File: src/hdl/clock_gating_pkg.sv
// Purpose: shared constants and types for the reference clock gating block
// Assumes: aclk at 50 MHz is the output clock source
// Notes: register offsets are byte addresses on the AXI4-Lite slave
package clock_gating_pkg;

	localparam int NUM_OUTPUTS = 9;
	localparam int ADDR_W = 8;
	localparam int DATA_W = 32;

	// clock figures
	localparam real CLK_PERIOD_NS = 20.0;
	localparam real STABLE_TIME_MS = 1.8;
	// longest time, so rounded down
	localparam int STABLE_CYCLES = $rtoi(STABLE_TIME_MS * 1.0E6 / CLK_PERIOD_NS);
	localparam int STABLE_CNT_W = 17;
	// aclk cycles per output clock cycle
	localparam int ACLK_PER_OUT = 2;
	localparam int ENABLE_LAT_MAX_OUT = 6;

	// register map
	localparam logic [ADDR_W-1:0] REG_OUTEN_ADDR = 8'h00;
	localparam logic [ADDR_W-1:0] REG_STATUS_ADDR = 8'h04;
	localparam logic [NUM_OUTPUTS-1:0] OUTEN_RESET = 9'h1FF;

	// status field positions
	localparam int STAT_RUNNING_LSB = 0;
	localparam int STAT_POWERED_UP_BIT = 9;
	localparam int STAT_POWERDOWN_BIT = 10;
	localparam int STAT_STABLE_BIT = 11;
	localparam int STAT_SPREAD_BIT = 12;
	localparam int STAT_WAIT_PG_BIT = 13;

	// AXI responses
	localparam logic [1:0] RESP_OKAY = 2'h0;
	localparam logic [1:0] RESP_SLVERR = 2'h2;

	typedef enum logic [2:0] {
		PWR_WAIT_GOOD = 3'h1,
		PWR_RUN = 3'h2,
		PWR_DOWN = 3'h4
	} power_state_t;

endpackage : clock_gating_pkg

File: src/hdl/signal_sync.sv
// Purpose: two flip-flop synchroniser for a vector of pin levels
// Assumes: each bit is an independent level
// Notes: stage1 feeds only stage2
`timescale 1ns/100ps
`default_nettype none
module signal_sync #(
	parameter int WIDTH = 1
) (
	// clock and reset
	input wire logic aclk,
	input wire logic aresetn,
	// levels
	input wire logic [WIDTH-1:0] async_in,
	output logic [WIDTH-1:0] sync_out
);

	typedef struct packed {
		logic [WIDTH-1:0] stage1;
		logic [WIDTH-1:0] stage2;
	} sync_state_t;

	sync_state_t st;
	sync_state_t next_st;

	always_comb
	begin
		next_st = st;
		next_st.stage1 = async_in;
		next_st.stage2 = st.stage1;
	end

	always_ff @(posedge aclk)
	begin
		if (!aresetn)
			st <= '0;
		else
			st <= next_st;
	end

	assign sync_out = st.stage2;

endmodule : signal_sync
`default_nettype wire

File: src/hdl/output_gate.sv
// Purpose: glitch-free gate for one reference clock output
// Assumes: phase toggles every aclk; high phase is one aclk
// Notes: the gate only moves while the output clock is low
`timescale 1ns/100ps
`default_nettype none
module output_gate (
	// clock and reset
	input wire logic aclk,
	input wire logic aresetn,
	// control
	input wire logic phase,
	input wire logic want,
	// output
	output logic clk_out,
	output logic running
);

	typedef struct packed {
		logic open;
		logic out;
	} gate_state_t;

	gate_state_t st;
	gate_state_t next_st;

	always_comb
	begin
		next_st = st;
		// whole pulses, quick open
		// low phase only
		if (!phase)
			next_st.open = want;
		// stopped output sits low
		next_st.out = !phase && next_st.open;
	end

	always_ff @(posedge aclk)
	begin
		if (!aresetn)
			st <= '0;
		else
			st <= next_st;
	end

	assign clk_out = st.out;
	assign running = st.open;

	chk_gate_low_phase: assert property (@(posedge aclk) disable iff (!aresetn)
		(st.open != $past(st.open)) |-> !$past(phase))
		else $error("gate moved during high phase");

	chk_open_latency: assert property (@(posedge aclk) disable iff (!aresetn)
		(want && !st.open) |-> ##[1:2] (st.open || !want))
		else $error("gate open too late");

	chk_stop_final_low: assert property (@(posedge aclk) disable iff (!aresetn)
		!st.open |-> !st.out)
		else $error("closed gate drives high");

	chk_full_pulse: assert property (@(posedge aclk) disable iff (!aresetn)
		$rose(st.out) |=> (!st.out ##1 (st.out || !st.open)))
		else $error("runt or stretched pulse");

endmodule : output_gate
`default_nettype wire

File: src/hdl/clock_output_gating_control.sv
// Purpose: run, stop and resume the reference clock outputs
// Assumes: control pins are asynchronous board levels
// Notes: outputs are clocks modelled as registered levels on aclk
// How it works
// power-good low keeps outputs off, oscillator on
// after good sampled, pin becomes power-down
// power-down asynchronous, stops outputs glitch-free
// power-down drives every output low
// power-down also stops oscillator and serial logic
// pin rise enables outputs in 2-6 cycles
// output runs only with pin and bit
// either enable low disables the output
// board must always drive enable pins
// per-output stop, others keep running
// resume gives no short or long pulses
// enable pin rise activates in 2-6 cycles
// stopped output ends driven low
// spread select high gives -0.5% downspread
// stable outputs within 1.8 ms of power-up
// one register enable bit per output
// gate changes only in low phase
`timescale 1ns/100ps
`default_nettype none
module clock_output_gating_control #(
	parameter int STABLE_CYCLES = clock_gating_pkg::STABLE_CYCLES
) (
	// clock and reset
	input wire logic aclk,
	input wire logic aresetn,
	// AXI4-Lite write address
	input wire logic [clock_gating_pkg::ADDR_W-1:0] awaddr,
	input wire logic awvalid,
	output logic awready,
	// AXI4-Lite write data
	input wire logic [clock_gating_pkg::DATA_W-1:0] wdata,
	input wire logic [3:0] wstrb,
	input wire logic wvalid,
	output logic wready,
	// AXI4-Lite write response
	output logic [1:0] bresp,
	output logic bvalid,
	input wire logic bready,
	// AXI4-Lite read address
	input wire logic [clock_gating_pkg::ADDR_W-1:0] araddr,
	input wire logic arvalid,
	output logic arready,
	// AXI4-Lite read data
	output logic [clock_gating_pkg::DATA_W-1:0] rdata,
	output logic [1:0] rresp,
	output logic rvalid,
	input wire logic rready,
	// board control pins
	input wire logic power_good_powerdown_pin,
	input wire logic spread_select,
	input wire logic [clock_gating_pkg::NUM_OUTPUTS-1:0] output_enable_pin,
	// clock outputs and analog controls
	output logic [clock_gating_pkg::NUM_OUTPUTS-1:0] ref_clock_output,
	output logic spread_enable,
	output logic oscillator_enable,
	output logic serial_enable
);

	localparam int N = clock_gating_pkg::NUM_OUTPUTS;
	localparam int LAT_MAX_ACLK = clock_gating_pkg::ENABLE_LAT_MAX_OUT *
		clock_gating_pkg::ACLK_PER_OUT;
	localparam logic [clock_gating_pkg::STABLE_CNT_W-1:0] STABLE_LAST =
		clock_gating_pkg::STABLE_CNT_W'(STABLE_CYCLES - 1);

	typedef struct packed {
		clock_gating_pkg::power_state_t pstate;
		logic [clock_gating_pkg::STABLE_CNT_W-1:0] stable_cnt;
		logic stable;
		logic phase;
		logic spread_on;
		logic [N-1:0] outen;
		logic aw_held;
		logic [clock_gating_pkg::ADDR_W-1:0] aw_addr;
		logic w_held;
		logic [clock_gating_pkg::DATA_W-1:0] w_data;
		logic [3:0] w_strb;
		logic bvalid;
		logic [1:0] bresp;
		logic rvalid;
		logic [clock_gating_pkg::DATA_W-1:0] rdata;
		logic [1:0] rresp;
	} ctrl_state_t;

	ctrl_state_t st;
	ctrl_state_t next_st;

	logic pg_sync;
	logic spread_sync;
	logic [N-1:0] oe_sync;
	logic [N-1:0] want;
	logic [N-1:0] running;
	logic [N-1:0] clk_out;
	logic [clock_gating_pkg::DATA_W-1:0] status_word;

	// pins are synchronised before any decision
	signal_sync #(
		.WIDTH(N + 2)
	) u_pin_sync (
		.aclk(aclk),
		.aresetn(aresetn),
		.async_in({power_good_powerdown_pin, spread_select, output_enable_pin}),
		.sync_out({pg_sync, spread_sync, oe_sync})
	);

	// either enable low drops want
	// both enables, running power state and stable clocks
	assign want = ((st.pstate == clock_gating_pkg::PWR_RUN) && st.stable) ?
		(oe_sync & st.outen) : '0;

	genvar gi;
	generate
		for (gi = 0; gi < N; gi++)
		begin : g_out
			// each output has its own gate
			output_gate u_gate (
				.aclk(aclk),
				.aresetn(aresetn),
				.phase(st.phase),
				.want(want[gi]),
				.clk_out(clk_out[gi]),
				.running(running[gi])
			);
		end
	endgenerate

	always_comb
	begin
		status_word = '0;
		status_word[clock_gating_pkg::STAT_RUNNING_LSB +: N] = running;
		status_word[clock_gating_pkg::STAT_POWERED_UP_BIT] =
			(st.pstate == clock_gating_pkg::PWR_RUN);
		status_word[clock_gating_pkg::STAT_POWERDOWN_BIT] =
			(st.pstate == clock_gating_pkg::PWR_DOWN);
		status_word[clock_gating_pkg::STAT_STABLE_BIT] = st.stable;
		status_word[clock_gating_pkg::STAT_SPREAD_BIT] = st.spread_on;
		status_word[clock_gating_pkg::STAT_WAIT_PG_BIT] =
			(st.pstate == clock_gating_pkg::PWR_WAIT_GOOD);
	end

	always_comb
	begin
		next_st = st;
		// output clock runs at half of aclk
		next_st.phase = !st.phase;

		// stabilisation count from reset
		if (!st.stable)
		begin
			if (st.stable_cnt == STABLE_LAST)
				next_st.stable = 1'b1;
			else
				next_st.stable_cnt = st.stable_cnt + 1'b1;
		end

		// spread follows the sampled select level
		next_st.spread_on = spread_sync;

		case (st.pstate)
			clock_gating_pkg::PWR_WAIT_GOOD:
			begin
				// first high sample changes pin meaning
				if (pg_sync)
					next_st.pstate = clock_gating_pkg::PWR_RUN;
			end
			clock_gating_pkg::PWR_RUN:
			begin
				// low now means standby
				if (!pg_sync)
					next_st.pstate = clock_gating_pkg::PWR_DOWN;
			end
			clock_gating_pkg::PWR_DOWN:
			begin
				// rising edge resumes the outputs enabled by both pin and bit
				if (pg_sync)
					next_st.pstate = clock_gating_pkg::PWR_RUN;
			end
			default:
			begin
				next_st.pstate = clock_gating_pkg::PWR_WAIT_GOOD;
			end
		endcase

		// write address and data are taken in either order
		if (awvalid && awready)
		begin
			next_st.aw_held = 1'b1;
			next_st.aw_addr = awaddr;
		end
		if (wvalid && wready)
		begin
			next_st.w_held = 1'b1;
			next_st.w_data = wdata;
			next_st.w_strb = wstrb;
		end
		if (st.bvalid && bready)
			next_st.bvalid = 1'b0;
		if (st.aw_held && st.w_held && !st.bvalid)
		begin
			next_st.aw_held = 1'b0;
			next_st.w_held = 1'b0;
			next_st.bvalid = 1'b1;
			next_st.bresp = clock_gating_pkg::RESP_OKAY;
			if (st.aw_addr == clock_gating_pkg::REG_OUTEN_ADDR)
			begin
				// serial logic is off in standby; write dropped
				if (st.pstate != clock_gating_pkg::PWR_DOWN)
				begin
					// one enable bit per output
					if (st.w_strb[0])
						next_st.outen[7:0] = st.w_data[7:0];
					if (st.w_strb[1])
						next_st.outen[N-1:8] = st.w_data[N-1:8];
				end
			end
			else if (st.aw_addr == clock_gating_pkg::REG_STATUS_ADDR)
			begin
				// status is read-only; write has no effect
				next_st.bresp = clock_gating_pkg::RESP_OKAY;
			end
			else
			begin
				next_st.bresp = clock_gating_pkg::RESP_SLVERR;
			end
		end

		// read channel, one outstanding
		if (st.rvalid && rready)
			next_st.rvalid = 1'b0;
		if (arvalid && arready)
		begin
			next_st.rvalid = 1'b1;
			next_st.rresp = clock_gating_pkg::RESP_OKAY;
			if (araddr == clock_gating_pkg::REG_OUTEN_ADDR)
				next_st.rdata = {{(clock_gating_pkg::DATA_W - N){1'b0}}, st.outen};
			else if (araddr == clock_gating_pkg::REG_STATUS_ADDR)
				next_st.rdata = status_word;
			else
			begin
				next_st.rdata = '0;
				next_st.rresp = clock_gating_pkg::RESP_SLVERR;
			end
		end
	end

	always_ff @(posedge aclk)
	begin
		if (!aresetn)
		begin
			st <= '0;
			st.pstate <= clock_gating_pkg::PWR_WAIT_GOOD;
			st.outen <= clock_gating_pkg::OUTEN_RESET;
		end
		else
			st <= next_st;
	end

	// AXI handshakes
	assign awready = !st.aw_held && !st.bvalid;
	assign wready = !st.w_held && !st.bvalid;
	assign bvalid = st.bvalid;
	assign bresp = st.bresp;
	assign arready = !st.rvalid;
	assign rvalid = st.rvalid;
	assign rdata = st.rdata;
	assign rresp = st.rresp;

	// gates are closed outside run, so outputs sit low
	assign ref_clock_output = clk_out;
	// spread control to the synthesiser
	assign spread_enable = st.spread_on;
	// oscillator and serial logic stop only in standby
	assign oscillator_enable = (st.pstate != clock_gating_pkg::PWR_DOWN);
	assign serial_enable = (st.pstate != clock_gating_pkg::PWR_DOWN);

	chk_pdown_outputs_low: assert property (@(posedge aclk)
		disable iff (!aresetn)
		(st.pstate == clock_gating_pkg::PWR_DOWN) |=> (ref_clock_output == 9'h000))
		else $error("output high in power-down");

	chk_pdown_osc_off: assert property (@(posedge aclk) disable iff (!aresetn)
		(st.pstate == clock_gating_pkg::PWR_DOWN) |->
		(!oscillator_enable && !serial_enable))
		else $error("oscillator or serial on in power-down");

	chk_wait_good_off: assert property (@(posedge aclk) disable iff (!aresetn)
		(st.pstate == clock_gating_pkg::PWR_WAIT_GOOD) |->
		(oscillator_enable && running == 9'h000))
		else $error("outputs on before power good");

	chk_pin_to_down: assert property (@(posedge aclk) disable iff (!aresetn)
		(st.pstate == clock_gating_pkg::PWR_RUN && !pg_sync) |=>
		(st.pstate == clock_gating_pkg::PWR_DOWN))
		else $error("power-down not entered");

	chk_resume_latency: assert property (@(posedge aclk) disable iff (!aresetn)
		(st.pstate == clock_gating_pkg::PWR_DOWN && pg_sync && st.stable &&
		(oe_sync & st.outen) == 9'h1FF) ##1 ((oe_sync & st.outen) == 9'h1FF)[*4]
		|-> ##[0:LAT_MAX_ACLK] (running == 9'h1FF))
		else $error("outputs slow to resume");

	chk_both_enables: assert property (@(posedge aclk) disable iff (!aresetn)
		(ref_clock_output & ~($past(st.outen) & $past(oe_sync))) == 9'h000)
		else $error("output runs without both enables");

	chk_bit_clear_stops: assert property (@(posedge aclk)
		disable iff (!aresetn)
		((st.outen & oe_sync) != 9'h1FF) |-> ##[1:2]
		((running & ~($past(st.outen) & $past(oe_sync))) == 9'h000))
		else $error("output not stopped");

	chk_spread_follow: assert property (@(posedge aclk) disable iff (!aresetn)
		$stable(spread_sync) |=> (spread_enable == $past(spread_sync)))
		else $error("spread does not follow select");

	chk_unstable_off: assert property (@(posedge aclk) disable iff (!aresetn)
		!st.stable |-> (running == 9'h000))
		else $error("output before clocks stable");

	chk_write_answer: assert property (@(posedge aclk) disable iff (!aresetn)
		(st.aw_held && st.w_held && !st.bvalid) |=> bvalid)
		else $error("write response missing");

	chk_wait_hold: assert property (@(posedge aclk)
		disable iff (!aresetn)
		(st.pstate == clock_gating_pkg::PWR_WAIT_GOOD && !pg_sync) |=>
		(st.pstate == clock_gating_pkg::PWR_WAIT_GOOD))
		else $error("power-good wait left early");

	chk_resume_run: assert property (@(posedge aclk)
		disable iff (!aresetn)
		(st.pstate == clock_gating_pkg::PWR_DOWN && pg_sync) |=>
		(st.pstate == clock_gating_pkg::PWR_RUN))
		else $error("no run after power-down release");

	chk_down_write_drop: assert property (@(posedge aclk)
		disable iff (!aresetn)
		(st.pstate == clock_gating_pkg::PWR_DOWN) |=> $stable(st.outen))
		else $error("enable bits written in power-down");

	// full-strobe write outside standby lands whole
	chk_outen_write: assert property (@(posedge aclk)
		disable iff (!aresetn)
		(st.aw_held && st.w_held && !st.bvalid && st.w_strb[1:0] == 2'h3 &&
		st.aw_addr == clock_gating_pkg::REG_OUTEN_ADDR &&
		st.pstate != clock_gating_pkg::PWR_DOWN) |=>
		(st.outen == $past(st.w_data[N-1:0])))
		else $error("enable bits not written");

endmodule : clock_output_gating_control
`default_nettype wire

File: config.mk
export PLATFORM = sky130hd
export DESIGN_NAME = clock_output_gating_control
export DESIGN_NICKNAME = d
export VERILOG_FILES = /design/src/hdl/clock_gating_pkg.sv /design/src/hdl/signal_sync.sv /design/src/hdl/output_gate.sv /design/src/hdl/clock_output_gating_control.sv
export SDC_FILE = /design/constraint.sdc
export NUM_CORES = 1
export LEC_CHECK = 0
export BUFFER_PORTS_ARGS = -buffer_cell sky130_fd_sc_hd__buf_2
export CORE_ASPECT_RATIO = 1.5
export CORE_MARGIN = 8
export CORE_UTILIZATION = 47
export DETAILED_ROUTE_END_ITERATION = 8
export PLACE_DENSITY = 0.74
export SYNTH_ARGS = -nofsm -noshare
export SYNTH_HDL_FRONTEND = slang
export SYNTH_HIERARCHICAL = 1
export SYNTH_SLANG_ARGS = --single-unit
File: constraint.sdc
create_clock -name aclk -period 1.9 [get_ports aclk]
set_input_delay 0 -clock aclk [delete_from_list [all_inputs] [get_ports aclk]]
set_output_delay 0 -clock aclk [all_outputs]
set_load 0.005 [all_outputs]
* Word-level counts from Yosys, hierarchy flattened
Index checks and enable logic that the tools add are counted.
** Operators by class
- Add/sub/neg operators :: 1
- Equal/unequal tests :: 9
- Multiplexer cells :: 25
- Bitwise operators :: 4
- Reduce and logical (&&, ||, !) cells :: 34
** Operators by type and width (count)
- $mux W35 :: 1
- $mux W32 :: 1
- $logic_and A1 B1 Y1 :: 19
- $add A17 B1 Y17 const B :: 1
- $eq A17 B17 Y1 const B :: 1
- $eq A8 B3 Y1 const B :: 2
- $logic_not A8 Y1 :: 2
- $mux W14 :: 1
- $mux W1 :: 13
- $and A9 B9 Y9 :: 1
- $mux W3 :: 3
- $mux W9 :: 1
- $mux W2 :: 4
- $reduce_and A4 Y1 :: 2
- $pmux W3 S2 :: 1
- $logic_not A1 Y1 :: 5
- $reduce_and A2 Y1 :: 2
- $reduce_bool A2 Y1 :: 2
- $reduce_or A2 Y1 :: 2
- $eq A3 B1 Y1 const B :: 1
- $eq A3 B2 Y1 const B :: 1
- $eq A3 B3 Y1 const B :: 1
- $ne A3 B3 Y1 const B :: 1
- $not A1 Y1 :: 3
- other kinds (2) :: 2
** Storage, ports and cells
- Register bits :: 131
- Input port bits :: 70
- Output and inout port bits :: 53

* Logic depth before layout (Yosys ltp)
- Depth after elaboration :: 5
- Mapped depth :: 7
- Depth with buffers taken out :: 6

* By module
Netlist, hierarchy kept.
** Modules (own cells, without submodules)
- clock_output_gating_control :: instances 1, cells each 392, area each 3298.2 um2, seq. area each 1421.4 um2
- signal_sync :: instances 1, cells each 46, area each 620.6 um2, seq. area each 440.4 um2
- output_gate :: instances 9, cells each 5, area each 66.3 um2, seq. area each 40.0 um2

* Least setup slack after synthesis
No wires, ideal clock.
- Path type :: register -> register
- From :: register st[79] in the netlist's numbering
- To :: register st[92] in the netlist's numbering
- Library setup time :: 130 ps
- Arrival :: 1690 ps
- Data required time :: 1770 ps
- Setup slack :: 80 ps
- Cell stages (with the launch flop) :: 6
- Cells stage by stage :: dfxtp_1 -> or4_4 -> or4_4 -> buf_6 -> nor4b_2 -> o21ai_1
** On the way
- Longest elaborated chain between the ends :: 2
** RTL lines
- from (decl) :: RTL line clock_output_gating_control.sv:88 : ctrl_state_t st;
- from (signal assigned) :: RTL line clock_output_gating_control.sv:258 : st <= next_st;
- $logic_not A8 Y1 :: RTL line clock_output_gating_control.sv:207 : if (st.aw_addr == clock_gating_pkg::REG_OUTEN_ADDR)
- $reduce_and A4 Y1 (no line)
No other way between the ends.
A chain may end at the register's enable or synchronous reset.

* Worst setup path in the final report
- From :: register st[111] in the netlist's numbering
- To :: register st[96] in the netlist's numbering
** On the way
- Longest elaborated chain between the ends :: 3
** RTL lines
- $eq A17 B17 Y1 :: RTL line clock_output_gating_control.sv:153 : if (st.stable_cnt == STABLE_LAST)
- $not A1 Y1 (no line)
- $reduce_and A2 Y1 (no line)
No other way between the ends.

==> results_dict.tcl <==
set metrics [dict create \
    final_area_um2 5499 \
    clkLatencyLatePin_ns 0.34 \
    clock_sinks 111 \
    yosysSeqAreaShare_pct 49.21 \
    finalMaxSlewViolations 0 \
    dp_hpwl_mm 7.349 \
    synth_cells 483 \
    wl_mm 10.44 \
    irDropWorstVdd_uv 479.5 \
    powerDensity_nw_per_um2 843.2 \
    dieArea_um2 13060 \
    cp_data_required_time_ns 2.12 \
    cts.clk_slew.worst_paths_ns 0.06 \
    num_vias 3639 \
    path_cells "or4_4, nor4_4, nor2_1, or3_1" \
    dpl_cell_area_um2 4832 \
    cp_slowest_cell "or4_4" \
    final_cells 697 \
    status "finished, final reports clean" \
    dp.cells 648 \
    path_class "reg -> reg" \
    drc 0 \
    yosysTopAreaCellShare_pct 49.21 \
    die_x_um 96.03 \
    first_iter_violations 168 \
    n_fill_cell 816 \
    antenna_found_initial 0 \
    synth-seq-cells 111 \
    hold_viol 0 \
    layout_min_cycle_time_ns 1.861 \
    setup_violations 0 \
    first_global_vias 3617 \
    grt_pass1_wl_mm 16.52 \
    synthArstFlopShare_pct 0 \
    yosysWarningCount 6 \
    fin_ws_ns 0.03880 \
    worstPathMaxFanout 6 \
    coreArea_um2 9524 \
    holdWs_ns 0.06770 \
    multiInputGateArea_um2 2021 \
    layout_commonest_cell "dfxtp_1" \
    cts_made_buffers 9 \
    place.gp.congestion 0.8377 \
    synth_cell_types 46 \
    relSlewSlack_pct 57.38 \
    critPathLaunchType "flip-flop" \
    p_leak_nw 2.330 \
    worstMarginPinSlew_ns 0.6379 \
    rows 44 \
    synth_edf_count 0 \
    timing.fmax_mhz 537.3 \
    end_kind "flip-flop" \
    synth_top_flop_cell "dfxtp_1" \
    cts_root_buf "clkbuf_16" \
    synth_area_leaders "dfxtp_1 (49%), buf_4 (6.2%), nand2_1 (4.2%)" \
    cpPeakStageDelay_ns 0.55 \
    n_antenna_cell 0 \
    arrival_ns 2.08 \
    track_usage_pct 16.03 \
    htreeDepth 3 \
    antenna_left 0 \
    min_period_over_period_pct 97.96 \
    ios 123 \
    grt_max_degree 32 \
    area_growth_pct 21.78 \
    dp_slack_ns 0.0002237 \
    finish.utilization_pct 57.74 \
    wl_per_cell_um 14.97 \
    routed_via_density 5.221 \
    synth_top_cell_by_area "dfxtp_1" \
    synth_area_um2 4516 \
    final_cell_mix "dfxtp_1 (110), buf_2 (77), nand2_1 (51)" \
    io_buffers 77 \
    drive_gt1_share_pct 26.80 \
    maxCapViolCount 0 \
    avgSynthCellArea_um2 9.349 \
    skew_ns 0.004802 \
    worstHoldPathType "in -> reg" \
    start_util_pct 47.41 \
    finalNetCount 650 \
    seqCellArea_um2 2223 \
    grt-ovfl-total 0 \
    r2r_slack_ns 0.04 \
    clk_path_buf_depth 2 \
    cts_tree "built" \
    die_y_um 136.0 \
    first_pass_iters 4 \
]
report_power, final:
| part | internal [W] | switching (W) |
|---|---|---|
| combinational | 0.000222 | 0.000246 |
| clock | 0.000910 | 0.000779 |
| sequential | 0.00241 | 0.0000657 |
path summary, 6_finish.rpt:
check | startpoint | to | cells past startpoint
max | st[111] | st[96] | 4
min | aresetn | st[95] | 2
max reg2reg | st[111] | st[96] | 4
min reg2reg | u_pin_sync/next_st[7] | u_pin_sync/sync_out[7] | 1
sequential cells by signal (all words and copies together) (netlist names), named ones only:
name / flops
bvalid: 1
rresp: 1
g_out.u_gate/clk_out: 9
rdata: 14
st: 52
u_pin_sync/next_st: 11
bresp: 1
spread_enable: 1
rvalid: 1
u_pin_sync/sync_out: 11
repair_timing:
item / 4_1_cts / 5_1_grt
endpoints found under the hold margin: 33 / 0
pin swaps: 0 / 2
buffers inserted: 0 / 1
hold buffers: 33 / 0
cloned: 0 / 1
endpoints found under the setup margin: 1 / 11
resized for setup: 1 / 10
critical path: cells and delay by family (launching register included):
family | cells | cell delay [ns]
DFF | 1 | 0.33
and+or+nand+nor | 4 | 1.41
cell usage after synthesis (all sizes together), types with 6 or more instances:
master / number
or3: 10
mux2: 9
and3: 13
clkbuf: 17
and3b: 9
mux2i: 11
nor2: 34
nor2b: 13
xor2: 6
a21oi: 29
a31oi: 10
dfxtp: 111
o21ai: 21
nand3: 8
a22oi: 9
nand2: 51
buf: 43
nor4: 10
or4: 6
and2: 27
layer usage:
layer / GRT usage (%) / routed length, um / vias to the layer above
li1: - / - / 1800
met1: 16.84 / 4044 / 1700
met2: 28.84 / 5536 / 119
met3: 3.317 / 568 / 20
met4: 8.069 / 288 / 0
met5: 0 / 0 / -
kinds of logic after synthesis:
logic type,count (synthesis),synth area share (%)
buffers and inverters,65,9.033
DFF,111,49.21
other,1,0.08305
xor gates and xnor gates,6,1.164
and+or+nand+nor,204,26.05
muxes,20,4.683
adders and majority gates,1,0.2770
AOI/OAI and AO/OA,75,9.504
per-stage QoR:
step                      setup TNS, ns  power, W
final                                 0  0.004637
after global placement                0  0.002903
after global routing           -0.01012  0.004822
after detailed placement              0  0.002917
after CTS                             0  0.004652
after floorplan                       0  0.002815
area by class of cell:
cell class / count / area share, %
clock buffers: 11 / 4.414
clock inverters: 3 / 0.3868
well taps: 115 / 2.617
inverters: 5 / 0.3413
multi-input cells: 327 / 36.75
flip-flops and latches: 111 / 40.43
repair buffers: 125 / 15.06
Note: power is estimated with default switching activity, not from simulation.
